[config.mk]
export PLATFORM = sky130hd
export DESIGN_NAME = pbr_base_regs
export DESIGN_NICKNAME = d
export VERILOG_FILES = /design/src/shared/pbr_pkg.sv /design/src/design/pbr_long_reset.sv /design/src/design/pbr_base_regs.sv
export SDC_FILE = /design/constraint.sdc
export NUM_CORES = 1
export LEC_CHECK = 0
export BUFFER_PORTS_ARGS = -buffer_cell sky130_fd_sc_hd__buf_2
export CAP_MARGIN = 40
export CORE_AREA = 2 2 81 83
export DETAILED_ROUTE_END_ITERATION = 16
export DIE_AREA = 0 0 83 85
export PLACE_DENSITY_LB_ADDON = 0.12
export SLEW_MARGIN = 20
export SYNTH_ARGS = -nofsm -noshare
export SYNTH_HDL_FRONTEND = slang
export SYNTH_SLANG_ARGS = --single-unit
[constraint.sdc]
create_clock -name clk -period 1.92 [get_ports clk]
set_clock_uncertainty 0.15 [all_clocks]
set_input_delay 0.192 -clock clk [delete_from_list [all_inputs] [get_ports clk]]
set_output_delay 0.192 -clock clk [all_outputs]
set_load 0.05 [all_outputs]
[src/shared/pbr_pkg.sv]
// constants for the serial-bus phy base register bank
package pbr_pkg;
	// register indices on the phy register port
	localparam logic [3:0] ADDR_IDENTITY   = 4'h0;
	localparam logic [3:0] ADDR_RESET_GAP  = 4'h1;
	localparam logic [3:0] ADDR_CAPABILITY = 4'h2;
	localparam logic [3:0] ADDR_SPEED_STBY = 4'h3;
	// node_identity_status fields
	localparam int NODE_MSB = 7;
	localparam int NODE_LSB = 2;
	localparam int ROOT_BIT = 1;
	localparam int CPS_BIT  = 0;
	// reset_and_gap_control fields
	localparam int HOLDOFF_BIT = 7;
	localparam int LONGRST_BIT = 6;
	localparam int GAP_MSB     = 5;
	localparam int GAP_LSB     = 0;
	// capability_port_count fields
	localparam int EXT_MSB   = 7;
	localparam int EXT_LSB   = 5;
	localparam int PORTS_MSB = 3;
	localparam int PORTS_LSB = 0;
	// speed_and_standby fields
	localparam int SPEED_MSB   = 7;
	localparam int SPEED_LSB   = 5;
	localparam int STANDBY_BIT = 4;
	localparam int DELAY_MSB   = 3;
	localparam int DELAY_LSB   = 0;
	// fixed values and reset values
	localparam logic [5:0] GAP_RESET   = 6'h3F;
	localparam logic [2:0] EXT_CODE    = 3'h7;
	localparam logic [3:0] PORT_COUNT  = 4'h3;
	localparam logic [2:0] SPEED_CODE  = 3'h7;
	localparam logic [3:0] DELAY_CODE  = 4'hF;
	localparam logic [7:0] READ_ZERO   = 8'h00;
	// long bus reset timing
	localparam int CLK_KHZ          = 10000;
	localparam int LONG_RESET_US    = 166;
	localparam int LONG_RESET_CYCLES = (LONG_RESET_US * CLK_KHZ) / 1000;
endpackage

[src/design/pbr_long_reset.sv]
// timer that drives a long bus reset for a fixed number of cycles
`timescale 1ns/1ps
`default_nettype none
module pbr_long_reset #(
	parameter int CYCLES = 1660
) (
	// clock and reset
	input  wire logic clk,
	input  wire logic rst_n,
	// control
	input  wire logic start,
	output var  logic active
);
	localparam int CW = $clog2(CYCLES + 1);
	localparam logic [CW-1:0] LAST = CW'(CYCLES - 1);

	logic [CW-1:0] count_reg;

	initial begin
		if (CYCLES < 2)
			$error("pbr_long_reset: CYCLES must be at least 2");
	end

	always_ff @(posedge clk) begin
		if (!rst_n) begin
			active    <= 1'b0;
			count_reg <= '0;
		end else if (start && !active) begin
			active    <= 1'b1;
			count_reg <= '0;
		end else if (active) begin
			if (count_reg == LAST)
				active <= 1'b0;
			count_reg <= count_reg + 1'b1;
		end
	end
endmodule
`default_nettype wire

[src/design/pbr_base_regs.sv]
// base register bank of a three-port serial-bus cable phy
`timescale 1ns/1ps
`default_nettype none
module pbr_base_regs
	import pbr_pkg::*;
#(
	parameter int NUM_PORTS    = 3,
	parameter int RESET_CYCLES = LONG_RESET_CYCLES
) (
	// clock and reset
	input  wire logic                 clk,
	input  wire logic                 rst_n,
	// register port from the link layer controller
	input  wire logic [3:0]           regAddr,
	input  wire logic                 regWrEn,
	input  wire logic [7:0]           regWrData,
	input  wire logic                 regRdEn,
	output var  logic [7:0]           regRdData,
	output var  logic                 regRdValid,
	// unsolicited status transfer
	output var  logic                 statusValid,
	output var  logic [7:0]           statusData,
	// bus events from the arbiter
	input  wire logic                 busResetIn,
	input  wire logic                 treeRoot,
	input  wire logic                 selfIdDone,
	input  wire logic [5:0]           selfIdNodeNumber,
	input  wire logic                 linkBusy,
	input  wire logic                 cablePowerSense,
	// phy configuration packets seen or sent
	input  wire logic                 cfgValid,
	input  wire logic                 cfgHoldoff,
	input  wire logic                 cfgGapValid,
	input  wire logic [5:0]           cfgGap,
	// standby commands
	input  wire logic                 standbyCmd,
	input  wire logic                 restoreCmd,
	input  wire logic [1:0]           cmdPort,
	output var  logic [NUM_PORTS-1:0] portStandby,
	// settings toward the arbiter
	output var  logic [5:0]           nodeNumber,
	output var  logic                 nodeNumberValid,
	output var  logic                 rootFlag,
	output var  logic                 rootHoldoff,
	output var  logic [5:0]           gapCount,
	output var  logic                 longResetActive
);
	logic       longResetReq_reg;
	logic       gapUntouched_reg;
	logic       standbyPermit_reg;
	logic       resetStart;
	logic       wrReg1;
	logic       wrReg3;
	logic [7:0] readMux;

	initial begin
		if (NUM_PORTS < 1 || NUM_PORTS > 4)
			$error("pbr_base_regs: NUM_PORTS must be 1 to 4");
	end

	assign wrReg1 = regWrEn && (regAddr == ADDR_RESET_GAP);
	assign wrReg3 = regWrEn && (regAddr == ADDR_SPEED_STBY);

	// node number and its validity; completion wins over a reset
	always_ff @(posedge clk) begin
		if (!rst_n) begin
			nodeNumber      <= '0;
			nodeNumberValid <= 1'b0;
		end else if (selfIdDone) begin
			nodeNumber      <= selfIdNodeNumber;
			nodeNumberValid <= 1'b1;
		end else if (busResetIn) begin
			nodeNumberValid <= 1'b0;
		end
	end

	// status transfer carries the fresh register 0 contents
	always_ff @(posedge clk) begin
		if (!rst_n) begin
			statusValid <= 1'b0;
			statusData  <= '0;
		end else begin
			statusValid <= selfIdDone;
			if (selfIdDone)
				statusData <= {selfIdNodeNumber, rootFlag || treeRoot,
					cablePowerSense};
		end
	end

	// root flag: tree identification sets, bus reset clears, set wins
	always_ff @(posedge clk) begin
		if (!rst_n)
			rootFlag <= 1'b0;
		else if (treeRoot)
			rootFlag <= 1'b1;
		else if (busResetIn)
			rootFlag <= 1'b0;
	end

	// root holdoff survives bus resets; config packets are the safe path
	always_ff @(posedge clk) begin
		if (!rst_n)
			rootHoldoff <= 1'b0;
		else if (cfgValid)
			rootHoldoff <= cfgHoldoff;
		else if (wrReg1)
			rootHoldoff <= regWrData[HOLDOFF_BIT];
	end

	// long reset request; the reset it causes counts as a bus reset
	always_ff @(posedge clk) begin
		if (!rst_n)
			longResetReq_reg <= 1'b0;
		else if (wrReg1)
			longResetReq_reg <= regWrData[LONGRST_BIT];
		else if (busResetIn || resetStart)
			longResetReq_reg <= 1'b0;
	end

	// wait for traffic in flight to drain before resetting the bus
	assign resetStart = longResetReq_reg && !linkBusy
		&& !longResetActive;

	pbr_long_reset #(
		.CYCLES (RESET_CYCLES)
	) longReset (
		.clk    (clk),
		.rst_n  (rst_n),
		.start  (resetStart),
		.active (longResetActive)
	);

	// gap: second bus reset with no write in between restores default
	always_ff @(posedge clk) begin
		if (!rst_n) begin
			gapCount         <= GAP_RESET;
			gapUntouched_reg <= 1'b0;
		end else if (cfgValid && cfgGapValid) begin
			gapCount         <= cfgGap;
			gapUntouched_reg <= 1'b0;
		end else if (wrReg1) begin
			gapCount         <= regWrData[GAP_MSB:GAP_LSB];
			gapUntouched_reg <= 1'b0;
		end else if (busResetIn) begin
			if (gapUntouched_reg)
				gapCount <= GAP_RESET;
			gapUntouched_reg <= 1'b1;
		end
	end

	// standby permit is the only writable bit of register 3
	always_ff @(posedge clk) begin
		if (!rst_n)
			standbyPermit_reg <= 1'b0;
		else if (wrReg3)
			standbyPermit_reg <= regWrData[STANDBY_BIT];
	end

	// per-port standby; a bus reset or restore wakes the port
	genvar p;
	generate
		for (p = 0; p < NUM_PORTS; p++) begin : gPort
			always_ff @(posedge clk) begin
				if (!rst_n)
					portStandby[p] <= 1'b0;
				else if (standbyCmd && standbyPermit_reg
					&& cmdPort == 2'(p))
					portStandby[p] <= 1'b1;
				else if (busResetIn || (restoreCmd && cmdPort == 2'(p)))
					portStandby[p] <= 1'b0;
			end
		end
	endgenerate

	// read path; unlisted addresses and spare bits read zero
	always_comb begin
		readMux = READ_ZERO;
		case (regAddr)
			ADDR_IDENTITY: begin
				readMux[NODE_MSB:NODE_LSB] = nodeNumber;
				readMux[ROOT_BIT]          = rootFlag;
				readMux[CPS_BIT]           = cablePowerSense;
			end
			ADDR_RESET_GAP: begin
				readMux[HOLDOFF_BIT]     = rootHoldoff;
				readMux[LONGRST_BIT]     = longResetReq_reg;
				readMux[GAP_MSB:GAP_LSB] = gapCount;
			end
			ADDR_CAPABILITY: begin
				readMux[EXT_MSB:EXT_LSB]     = EXT_CODE;
				readMux[PORTS_MSB:PORTS_LSB] = PORT_COUNT;
			end
			ADDR_SPEED_STBY: begin
				readMux[SPEED_MSB:SPEED_LSB] = SPEED_CODE;
				readMux[STANDBY_BIT]         = standbyPermit_reg;
				readMux[DELAY_MSB:DELAY_LSB] = DELAY_CODE;
			end
			default: readMux = READ_ZERO;
		endcase
	end

	always_ff @(posedge clk) begin
		if (!rst_n) begin
			regRdData  <= '0;
			regRdValid <= 1'b0;
		end else begin
			regRdValid <= regRdEn;
			if (regRdEn)
				regRdData <= readMux;
		end
	end
endmodule
`default_nettype wire

### After elaboration in Yosys (flattened, before gate mapping)

Index checks and enable logic that the tools add are counted.

| storage, ports and cells | value |
|---|---|
| register bits after elaboration | 51 |
| input bits | 40 |
| output and inout port bits | 37 |
| word-level logic and storage cells | 83 |

| operators by class | value |
|---|---|
| add/sub/neg operators | 1 |
| eq/ne operators | 6 |
| mux-type cells | 23 |
| bitwise logic cells | 1 |
| reduce and logical (&&, ||, !) cells | 35 |

Operators by type and width:

| cell | count |
|---|---|
| 2-to-1 mux 6 bit | 4 |
| 2-to-1 mux 1 bit | 16 |
| case mux 4 bit (4 select lines) | 1 |
| nonzero test 2 bit | 7 |
| logical AND 1 bit | 13 |
| adder 11 x 1 -> 11 bit (second input constant) | 1 |
| equality test 11 bit (second input constant) | 1 |
| case mux 3 bit (3 select lines) | 1 |
| equality test 4 x 2 -> 1 bit (second input constant) | 2 |
| nonzero test 3 bit | 2 |
| logical OR 1 bit | 5 |
| equality test 4 x 1 -> 1 bit (second input constant) | 1 |
| logical NOT 4 bit | 1 |
| OR reduction 2 bit | 2 |
| case mux 1 bit (3 select lines) | 1 |
| OR reduction 3 bit | 1 |
| equality test 2 x 1 -> 1 bit (second input constant) | 1 |
| equality test 2 bit (second input constant) | 1 |
| logical NOT 1 bit | 2 |
| logical NOT 2 bit | 1 |
| AND reduction 2 bit | 1 |
| inverter 1 bit | 1 |

### Depth between registers and ports, before layout

Gate-level depths: netlist of the first run.

| depth | value |
|---|---|
| depth after elaboration | 6 |
| gate-level depth with buffers | 5 |
| gate-level depth less buffers | 4 |

### By module

From an unflattened synthesis of the first run, not the netlist that was laid out.

| unflattened totals | value |
|---|---|
| cells, all modules | 227 |
| area, all modules | 2,067.0 µm² |

By module, submodules not included:

| module | times used | cells each | area an instance (µm²) | seq. area each (µm²) |
|---|---|---|---|---|
| pbr_base_regs | 1 | 164 | 1,506.4 | 660.6 |
| pbr_long_reset | 1 | 63 | 560.5 | 240.2 |

### Worst setup path before layout of the first run

Ideal clock, no wire load.

| path | value |
|---|---|
| kind | register to register |
| from | reg longReset.active |
| to | reg longReset.count_reg[9] |
| library setup time | 0.070 ns |
| arrival time | 1.648 ns |
| required time | 1.700 ns |
| path slack | 0.052 ns |
| cell stages (with the launch flop) | 5 |
| buffers on the path | 1 |
| clock period less this slack | 1.868 ns |
| cell sequence | dfxtp_1 > buf_2 > nand4_2 > or4_1 > a21oi_1 |

| on the way | value |
|---|---|
| longest elaborated chain between the ends | 4 |

RTL lines:

| item | RTL line | source |
|---|---|---|
| start, declared | pbr_long_reset.sv:12 | `output var logic active` |
| start signal, assigned | pbr_long_reset.sv:26 | `active <= 1'b0;` |
| start signal, assigned | pbr_long_reset.sv:29 | `active <= 1'b1;` |
| start signal, assigned | pbr_long_reset.sv:33 | `active <= 1'b0;` |
| logical NOT 1 bit | pbr_long_reset.sv:28, pbr_base_regs.sv:122 |  |
| logical AND 1 bit | pbr_base_regs.sv:122 | `&& !longResetActive;` |
| logical AND 1 bit | pbr_long_reset.sv:28 | `end else if (start && !active) begin` |
| OR reduction 2 bit (no source line) | n/a |  |
| end signal, assigned | pbr_long_reset.sv:34 | `count_reg <= count_reg + 1'b1;` |
| end, declared | pbr_long_reset.sv:17 | `logic [CW-1:0] count_reg;` |

Several ways; a longest one is shown, not always the timed one.
A chain may end at the register's enable or synchronous reset.

### Worst setup path after layout of the first run

Ends and elaborated chain as after synthesis.

==> metrics.md, run 1 <==
| Metric | Value |
|---|---|
| Status | `finished clean` |
| Count leader, synth | `dfxtp_1` |
| Area grow syn2layout | `30.1%` |
| Max incr delay on CP | `580 ps` |
| WHS Path Cells | `3` |
| Async set-reset flop share out of synthesis | `0` |
| CTS tree | `built` |
| Post-synth top flop | `dfxtp_1` |
| Min-Delay Endpoint | `nodeNumber[1]$_SDFFE_PN0P_` |
| Die X | `roughly 83 um` |
| Final setup margin | `205 ps` |
| Area leader, netlist | `dfxtp_1` |
| Static Leakage | `0.00112 uW` |
| Critical Path AT | `1790 ps` |
| Yosys reg bits | `45` |
| Vias in the first global route | `1,829` |
| GPL Wtd Cong | `0.773` |
| Top cell type's share of synthesized area | `0.436` |
| Worst-Margin Slew | `~440 ps` |
| # diodes | `0` |
| Syn nets | `262` |
| RSZ-0062 raised after global routing | `false` |
| Post-Syn Instances | `221` |
| FMAX | `583 MHz` |
| Final hold violations | `0` |
| CP cell instances | `nand4_2 -> or4_1 -> a21oi_1` |
| Crit path kind | `reg2reg` |
| Hold_sp | `selfIdNodeNumber[1]` |
| Largest cells by area after synthesis | `dfxtp_1 44%, mux2i_1 4.4%, nor2b_1 3.9%, o21ai_0 3.9%, a21boi_0 3.6%` |
| 1st-pass router iterations | `4` |
| Place WS | `233 ps` |
| Antenna-violating nets left | `0` |
| Crit share post-route | `0.893` |
| DR vias | `~1,900` |
| Clock Latency Late Sink | `290 ps` |
| Syn avg cell area | `9.35 um2` |
| CP required | `2000 ps` |
| Final hold slack | `9.34 ps` |
| Global route total overflow | `0` |
| Gr usage total | `0.160` |
| Startpoint Class | `flop` |
| I/O Pins | `between 70 and 80` |
| Initial antenna violation count | `0` |
| Top cells by count, synth | `45 x dfxtp_1, 16 x o21ai_0, 14 x nand2_1` |
| # H-tree levels | `2` |
| Clock sink total | `45` |
| Register area | `901 um2` |
| HPWL after detailed placement | `3940 um` |
| Critical path's slowest cell | `dfxtp_1` |
| Largest net degree at the start of global routing | `21` |
| First-pass GRT wire length | `9120 um` |
| Core Region | `6200 um2` |
| Die footprint | `7060 um2` |
| # DRC | `0` |
| Num rows | `29` |
| Crit path max fanout | `11` |
| Unique masters post-synth | `43` |
| DR iter-0 viols | `55` |
| Worst hold-check path type | `in2reg` |
| Max-cap violation count | `0` |
| Pwr Density | `approximately 710 nW/um2` |
| Share of layout cells above drive strength 1 | `0.317` |
| Nets@finish | `343` |
| Final wirelength | `5480 um` |
| Final TNS setup | `0 ps` |
| Yosys synthesis warning count | `0` |
| CTS Buffer Depth | `2` |
| Via density | `around 5` |
| Filler cells | `634` |
| R2r setup slk | `210 ps` |
| Post-synth EDFFs | `0` |
| Worst VDD drop | `0.000301 V` |
| Min cycle time layout | `1710 ps` |
| Critical Path End Type | `flop` |
| RR Startpoint | `longReset.active$_SDFF_PN0_` |
| Placed Cells incl. Taps | `360` |
| Post-CTS setup buffers | `0` |
| Post-cts resize count | `0` |
| Crit path from | `longReset.active$_SDFF_PN0_` |
| Register area share after synthesis | `0.436` |
| Routed len/inst | `14.4 um` |
| Slew Viols, Final | `0` |
| Final setup viols | `0` |
| Clk slew on worst S/H paths | `80 ps` |
| Multi-input gate area | `1060 um2` |
| Layout Cells excl Fill | `380` |
| R2R Path End | `longReset.count_reg[9]$_SDFFE_PP0P_` |
| Mapped cell area | `around 2100 um2` |
| Die Height | `85 um` |
| Worst reg2reg path depth | `3` |
| Clk root buf | `clkbuf_8` |
| Max_slew headroom | `0.708` |
| CTS Buf Count | `5` |
| Port bufs | `76` |
| Cts hold-fix bufs | `12` |
| Starting Density | `0.333` |
| Max FFs per register | `11` |
[critical path, delay by kind of cell (launching register included)]
kind	cells	cell delay [ps]
simple gates	2	770
flops	1	580
compound gates	1	140
[how the worst max path moves through the flow]
stage / endpoint / slack [ps] / depth (start not counted)
after detailed placement: longReset.count_reg[9]$_SDFFE_PP0P_ / 230 / 3
after floorplan: longReset.count_reg[9]$_SDFFE_PP0P_ / 50 / 4
after global routing: longReset.count_reg[9]$_SDFFE_PP0P_ / 80 / 3
after global placement: longReset.count_reg[9]$_SDFFE_PP0P_ / 300 / 3
after CTS: longReset.count_reg[9]$_SDFFE_PP0P_ / 220 / 3
final: longReset.count_reg[9]$_SDFFE_PP0P_ / 210 / 3
[layer usage]
| layer | wire length, um | up-vias | GRT usage |
|---|---|---|---|
| met5 | 0 | - | 0 |
| met4 | 53 | 0 | 0.0402 |
| met3 | 331 | 6 | 0.0467 |
| met2 | 2430 | 61 | 0.252 |
| met1 | 2660 | 857 | 0.215 |
| li1 | - | 972 | - |
[per-stage QoR]
stage               utilization  instance area (um2)  power (uW)
finish                    0.433                 2690        1920
global route              0.433                 2690        2010
CTS                       0.433                 2690        1950
detailed placement        0.401                 2490        1360
global placement          0.401                 2490        1360
floorplan                     -                 2070        1250
[layout make-up]
class,instances,share of cell area
multi-input combinational,154,0.395
sequential,45,0.335
timing repair buffer,93,0.200
tap,77,0.0358
clock buffer,8,0.0298
inverter,3,0.00419
[cell usage in the layout, fill, tap and decap left out, types with 2 or more instances in the layout]
cell type      netlist  final
a221oi_1             6      6
and2_1               3      3
nor3_1               6      6
nor2_1               8      8
nor2b_1             13     13
a32o_1               4      4
nand3_1              6      6
nand2b_1             7      7
a21oi_1              7      7
a21boi_0            10     10
clkbuf_8             0      5
dlygate4sd3_1        0     12
buf_4                6      5
o21a_1               3      3
o21ai_0             16     16
mux2_2               5      5
nor3b_1              3      3
or4_1                3      3
clkbuf_1             8      3
nand2_1             14     14
mux2i_1              9      9
o311ai_0             6      6
o31ai_1              4      4
xor2_1               3      3
or3_1                2      2
nand4_1              2      2
buf_2                4     76
dfxtp_1             45     45
inv_1                2      2
[power breakdown]
group	switching (uW)	leakage, uW	internal [uW]
clock	306	0.0000395	259
sequential	24.9	0.000368	966
combinational	239	0.000718	125
[cell families (layout without fill, tap and decap cells)]
| family | after synthesis | in the layout | share of synthesized area |
|---|---|---|---|
| DFF | 45 | 45 | 0.436 |
| xor gates and xnor gates | 4 | 4 | 0.0170 |
| buffers and inverters | 22 | 104 | 0.0533 |
| muxes | 14 | 14 | 0.0708 |
| adders and majority gates | 1 | 1 | 0.00605 |
| AOI/OAI and AO/OA | 60 | 60 | 0.202 |
| and+or+nand+nor | 75 | 75 | 0.215 |
Note: power is estimated with default switching activity, not from simulation.
==> run 2, diff against run 1 <==
--- a/config.mk
+++ b/config.mk
@@ -5,11 +5,12 @@
 export SDC_FILE = /design/constraint.sdc
 export NUM_CORES = 1
 export LEC_CHECK = 0
-export BUFFER_PORTS_ARGS = -buffer_cell sky130_fd_sc_hd__buf_2
+export ABC_AREA = 1
+export BUFFER_PORTS_ARGS = -buffer_cell sky130_fd_sc_hd__buf_4
 export CAP_MARGIN = 40
-export CORE_AREA = 2 2 81 83
+export CORE_AREA = 2 2 83 85
 export DETAILED_ROUTE_END_ITERATION = 16
-export DIE_AREA = 0 0 83 85
+export DIE_AREA = 0 0 85 87
 export PLACE_DENSITY_LB_ADDON = 0.12
 export SLEW_MARGIN = 20
 export SYNTH_ARGS = -nofsm -noshare
==> metrics.md, run 2 <==
| Metric | Value |
|---|---|
| Static Leakage | `0.00135 uW` |
| Crit path kind | `in2reg` |
| I/O Pins | `77` |
| Pwr Density | `slightly above 700 nW/um2` |
| Cts hold-fix bufs | `12` |
| CP required | `1950 ps` |
| Post-Syn Instances | `299` |
| HPWL after detailed placement | `4410 um` |
| Nets@finish | `420` |
| Top cells by count, synth | `55 x nand2_1, 49 x nand3_1, 45 x dfxtp_1` |
| Final hold violations | `0` |
| # DRC | `0` |
| Status | `finished clean` |
| Syn avg cell area | `a little over 7 um2` |
| Unique masters post-synth | `31` |
| FMAX | `about 580 MHz` |
| Share of layout cells above drive strength 1 | `0.268` |
| Critical Path AT | `between 1500 and 2000 ps` |
| # diodes | `0` |
| Post-CTS setup buffers | `0` |
| Clock Latency Late Sink | `300 ps` |
| Syn nets | `340` |
| CTS tree | `built` |
| Vias in the first global route | `between 2,000 and 2,500` |
| Worst hold-check path type | `in2reg` |
| Final setup viols | `0` |
| Min cycle time layout | `1730 ps` |
| Max-cap violation count | `0` |
| Worst-Margin Slew | `492 ps` |
| # H-tree levels | `2` |
| Area grow syn2layout | `37.4%` |
| Seq pwr share | `0.476` |
| Final wirelength | `5880 um` |
| Count leader, synth | `nand2_1` |
| Global route total overflow | `0` |
| Final TNS setup | `0 ps` |
| Antenna-violating nets left | `0` |
| Area leader, netlist | `dfxtp_1` |
| Final setup margin | `between 150 and 200 ps` |
| Critical path's slowest cell | `dlygate4sd3_1` |
| Yosys reg bits | `45` |
| Post-synth top flop | `dfxtp_1` |
| Initial antenna violation count | `0` |
| Clock sink total | `45` |
| Place WS | `345 ps` |
| Worst VDD drop | `0.000445 V` |
| Core Region | `about 6600 um2` |
| Clk slew on worst S/H paths | `80 ps` |
| First-pass GRT wire length | `9400 um` |
| M1 WL | `2560 um` |
| Int Pwr | `around 1500 uW` |
| Via density | `between 4 and 5` |
| Crit path max fanout | `15` |
| Post-cts resize count | `0` |
| Most frequent cells in the layout | `77 x buf_4, 55 x nand2_1, 49 x nand3_1, 45 x dfxtp_1, 32 x nor2_1` |
| Met3 wire len | `286 um` |
| Max incr delay on CP | `530 ps` |
| WHS Path Cells | `3` |
| Port bufs | `76` |
| Met2 WL | `2950 um` |
| Max Used Layer | `met4` |
| Startpoint Class | `input pin` |
| Starting Density | `0.327` |
| DR iter-0 viols | `82` |
| Largest net degree at the start of global routing | `23` |
| Gr usage total | `0.160` |
| Max FFs per register | `11` |
| Async set-reset flop share out of synthesis | `0` |
| Post-synth EDFFs | `0` |
| DR vias | `between 2,000 and 2,500` |
| Worst reg2reg path depth | `5` |
| Die footprint | `7400 um2` |
| Die X | `85 um` |
| Crit share post-route | `0.901` |
| Mapped cell area | `2150 um2` |
| CTS Buffer Depth | `2` |
| Critical Path Most Common Cell | `nand3_1` |
| RSZ-0062 raised after global routing | `false` |
| Clock share of power | `0.309` |
| Clk root buf | `clkbuf_8` |
| Top cell type's share of synthesized area | `0.419` |
| Routed len/inst | `roughly 13 um` |
| CP cell instances | `dlygate4sd3_1 -> buf_4 -> nand2_1 -> inv_2 -> nor2_1 -> nand3_1 -> nand3_1 -> nand3_1` |
| Net Switching | `647 uW` |
| 1st-pass router iterations | `4` |
| CTS Buf Count | `5` |
| Register area share after synthesis | `0.419` |
| Combinational power share | `0.215` |
| Num rows | `30` |
| GPL Wtd Cong | `0.799` |
| Slew Viols, Final | `0` |
| Largest cells by area after synthesis | `dfxtp_1 42%, nand3_1 11%, nand2_1 9.6%, nor2_1 5.6%, a21oi_1 4.4%` |
| Most common cell after layout, fill and taps aside | `buf_4` |
| Net Sw Frac | `0.307` |
| Max_slew headroom | `0.671` |
| Filler cells | `680` |
| Die Height | `87 um` |
| Yosys synthesis warning count | `0` |
| Critical Path End Type | `flop` |
run 2: path summary, 6_finish.rpt:
| path | endpoint | slack [ps] | from |
|---|---|---|---|
| max | gapCount[5]$_SDFFE_PN1P_ | 190 | cfgValid |
| min | longResetReq_reg$_SDFFE_PN0P_ | 10 | regWrData[6] |
| max reg2reg | longReset.count_reg[10]$_SDFFE_PP0P_ | 390 | longReset.active$_SDFF_PN0_ |
| min reg2reg | nodeNumberValid$_SDFFE_PN0P_ | 310 | nodeNumberValid$_SDFFE_PN0P_ |
run 2: logic make-up after synthesis:
family	synth area share
adder cells (fa/ha/maj)	0.00582
AO/OA/AOI/OAI	0.0885
buffers and inverters	0.0937
AND/OR/NAND/NOR	0.385
flip-flops	0.419
XOR/XNOR	0.00815
run 2: per-stage QoR:
step                std cells  total power [uW]  hold WS (ps)  cell area, um2  utilization
floorplan                 299              1310           144            2150            -
global placement          440              1470           260            2730        0.416
detailed placement        440              1470           268            2730        0.416
CTS                       460              2140          7.92            2950        0.450
global route              460              2210          26.1            2950        0.450
finish                    460              2110          14.5            2950        0.450
run 2: cell type report:
type / count / area [um2] / area share
Clock inverter: 1 / 5.00 / 0.00169
Sequential cell: 45 / 901 / 0.305
Tap cell: 80 / 100 / 0.0339
Timing Repair Buffer: 89 / 698 / 0.236
Inverter: 28 / 105 / 0.0356
Clock buffer: 7 / 96.3 / 0.0326
Multi-Input combinational cell: 210 / 1050 / 0.355
run 2: power by group through the flow:
stage                     sequential [uW]  clock [uW]  combinational, uW
final                                1000         652                455
after global routing                 1010         712                488
after CTS                            1000         681                459
after detailed placement             1030           0                440
after global placement               1030           0                440
after floorplan                      1140           0                167
run 2: layer usage:
layer | global-route usage | vias up
met5 | 0 | -
li1 | - | 1147
met2 | 0.276 | 46
met4 | 0.0563 | 0
met3 | 0.0417 | 8
met1 | 0.192 | 978
run 2: worst max-delay path: cells and delay by family:
family	cells	cell delay (ps)
buffers and inverters	3	800
AND/OR/NAND/NOR	5	760
==> run 3, diff against run 2 <==
--- a/config.mk
+++ b/config.mk
@@ -8,9 +8,9 @@
 export ABC_AREA = 1
 export BUFFER_PORTS_ARGS = -buffer_cell sky130_fd_sc_hd__buf_4
 export CAP_MARGIN = 40
-export CORE_AREA = 2 2 83 85
+export CORE_AREA = 2 2 92 77
 export DETAILED_ROUTE_END_ITERATION = 16
-export DIE_AREA = 0 0 85 87
+export DIE_AREA = 0 0 94 79
 export PLACE_DENSITY_LB_ADDON = 0.12
 export SLEW_MARGIN = 20
 export SYNTH_ARGS = -nofsm -noshare
==> metrics.md, run 3 (same netlist as run 2, synthesis figures left out) <==
| Metric | Value |
|---|---|
| Status | `finished clean` |
| Critical Path AT | `1690 ps` |
| # DRC | `0` |
| WHS Path Cells | `3` |
| Crit path max fanout | `4` |
| Pwr Density | `a little under 700 nW/um2` |
| Static Leakage | `0.00134 uW` |
| Post-CTS setup buffers | `0` |
| Worst hold-check path type | `in2reg` |
| Starting Density | `0.326` |
| Placed Cells incl. Taps | `448` |
| Startpoint Class | `input pin` |
| Gr usage total | `0.161` |
| DR iter-0 viols | `~130` |
| R2r setup slk | `470 ps` |
| Share of layout cells above drive strength 1 | `0.272` |
| # H-tree levels | `2` |
| Final setup margin | `273 ps` |
| Die X | `94 um` |
| Port bufs | `76` |
| Min-Delay Endpoint | `statusData[0]$_SDFFE_PN0P_` |
| Core Region | `between 6000 and 7000 um2` |
| Critical Path End Type | `flop` |
| CTS Buffer Depth | `2` |
| Clk root buf | `clkbuf_8` |
| First-pass GRT wire length | `9470 um` |
| R2R Path End | `longReset.count_reg[10]$_SDFFE_PP0P_` |
| Final TNS setup | `0 ps` |
| # diodes | `0` |
| Num rows | `27` |
| Cts hold-fix bufs | `10` |
| Die footprint | `7430 um2` |
| Routed len/inst | `12.5 um` |
| Clock sink total | `45` |
| Most frequent cells in the layout | `77 x buf_4, 55 x nand2_1, 49 x nand3_1, 45 x dfxtp_1, 32 x nor2_1` |
| GPL Wtd Cong | `roughly 0.81` |
| Worst-Margin Slew | `484 ps` |
| Max incr delay on CP | `540 ps` |
| CTS Buf Count | `5` |
| RSZ-0062 raised after global routing | `false` |
| Final wirelength | `5840 um` |
| Vias in the first global route | `2,084` |
| Final hold violations | `0` |
| Min cycle time layout | `approximately 1600 ps` |
| Global route total overflow | `0` |
| Slew Viols, Final | `0` |
| Initial antenna violation count | `0` |
| I/O Pins | `77` |
| Worst reg2reg path depth | `5` |
| CP cell instances | `dlygate4sd3_1 -> buf_4 -> inv_1 -> nand3_1 -> nand3_1 -> o31ai_1 -> dlygate4sd3_1` |
| Crit path kind | `in2reg` |
| Layout Cells excl Fill | `466` |
| Die Height | `just under 80 um` |
| Area grow syn2layout | `37.1%` |
| Most common cell after layout, fill and taps aside | `buf_4` |
| FMAX | `607 MHz` |
| Max FFs per register | `11` |
| CTS tree | `built` |
| Final setup viols | `0` |
| DR vias | `between 2,000 and 2,500` |
| Antenna-violating nets left | `0` |
| Clk slew on worst S/H paths | `80 ps` |
| Largest net degree at the start of global routing | `23` |
| Max_slew headroom | `0.677` |
| CP required | `1960 ps` |
| RR Startpoint | `longReset.active$_SDFF_PN0_` |
| Worst VDD drop | `0.000295 V` |
| Crit share post-route | `0.858` |
| Clock Latency Late Sink | `290 ps` |
| Nets@finish | `419` |
| 1st-pass router iterations | `4` |
| Post-cts resize count | `0` |
| Total Power | `2040 uW` |
| Via density | `around 4.7` |
| Max-cap violation count | `0` |
| Place WS | `359 ps` |
| Critical path's slowest cell | `dlygate4sd3_1` |
| Final hold slack | `0.109 ps` |
| Hold_sp | `cablePowerSense` |
| HPWL after detailed placement | `4340 um` |
-- run 3: changes by cell type in the layout (fill, tap and decap cells not counted), sizes merged --
cell         before  now
dlygate4sd3      12   10
clkinv            1    2
buf              77   78
clkinvlp          0    1
clkbuf            7    5
-- run 3: where the power goes --
group	total, uW	internal [uW]	switching [uW]
Sequential	1000	971	31.6
Clock	577	251	325
Combinational	462	168	293
-- run 3: stage by stage --
step	area, um2	util
after floorplan	2150	-
after global placement	2760	0.419
after detailed placement	2760	0.419
after CTS	2950	0.447
after global routing	2950	0.447
final	2950	0.447
-- run 3: per-layer routing --
layer  track usage  routed length [um]
met4        0.0551                  50
met3        0.0484                 286
met1         0.201                2750
met5             0                   0
met2         0.264                2760
-- run 3: how the worst max path moves through the flow --
stage,from,endpoint,depth (start not counted)
after CTS,cmdPort[1],portStandby[0]$_SDFFE_PN0P_,7
after global placement,regAddr[3],gapCount[3]$_SDFFE_PN1P_,8
after detailed placement,regAddr[3],gapCount[1]$_SDFFE_PN1P_,8
final,cmdPort[1],portStandby[0]$_SDFFE_PN0P_,7
after floorplan,longReset.active$_SDFF_PN0_,longReset.count_reg[6]$_SDFFE_PP0P_,5
after global routing,cmdPort[1],portStandby[0]$_SDFFE_PN0P_,7
-- run 3: critical path: cells and delay by family --
kind            cells  cell delay [ps]
compound gates      1               60
simple gates        2              140
buf+inv             4             1290
-- run 3: layout make-up --
cell class | instances | area, um2
clock buffers | 5 | 68.8
clock inverters | 3 | 17.5
fillers | 708 | 3640
inverters | 28 | 105
multi-input cells | 210 | 1050
flip-flops and latches | 45 | 901
well taps | 87 | 109
repair buffers | 88 | 698
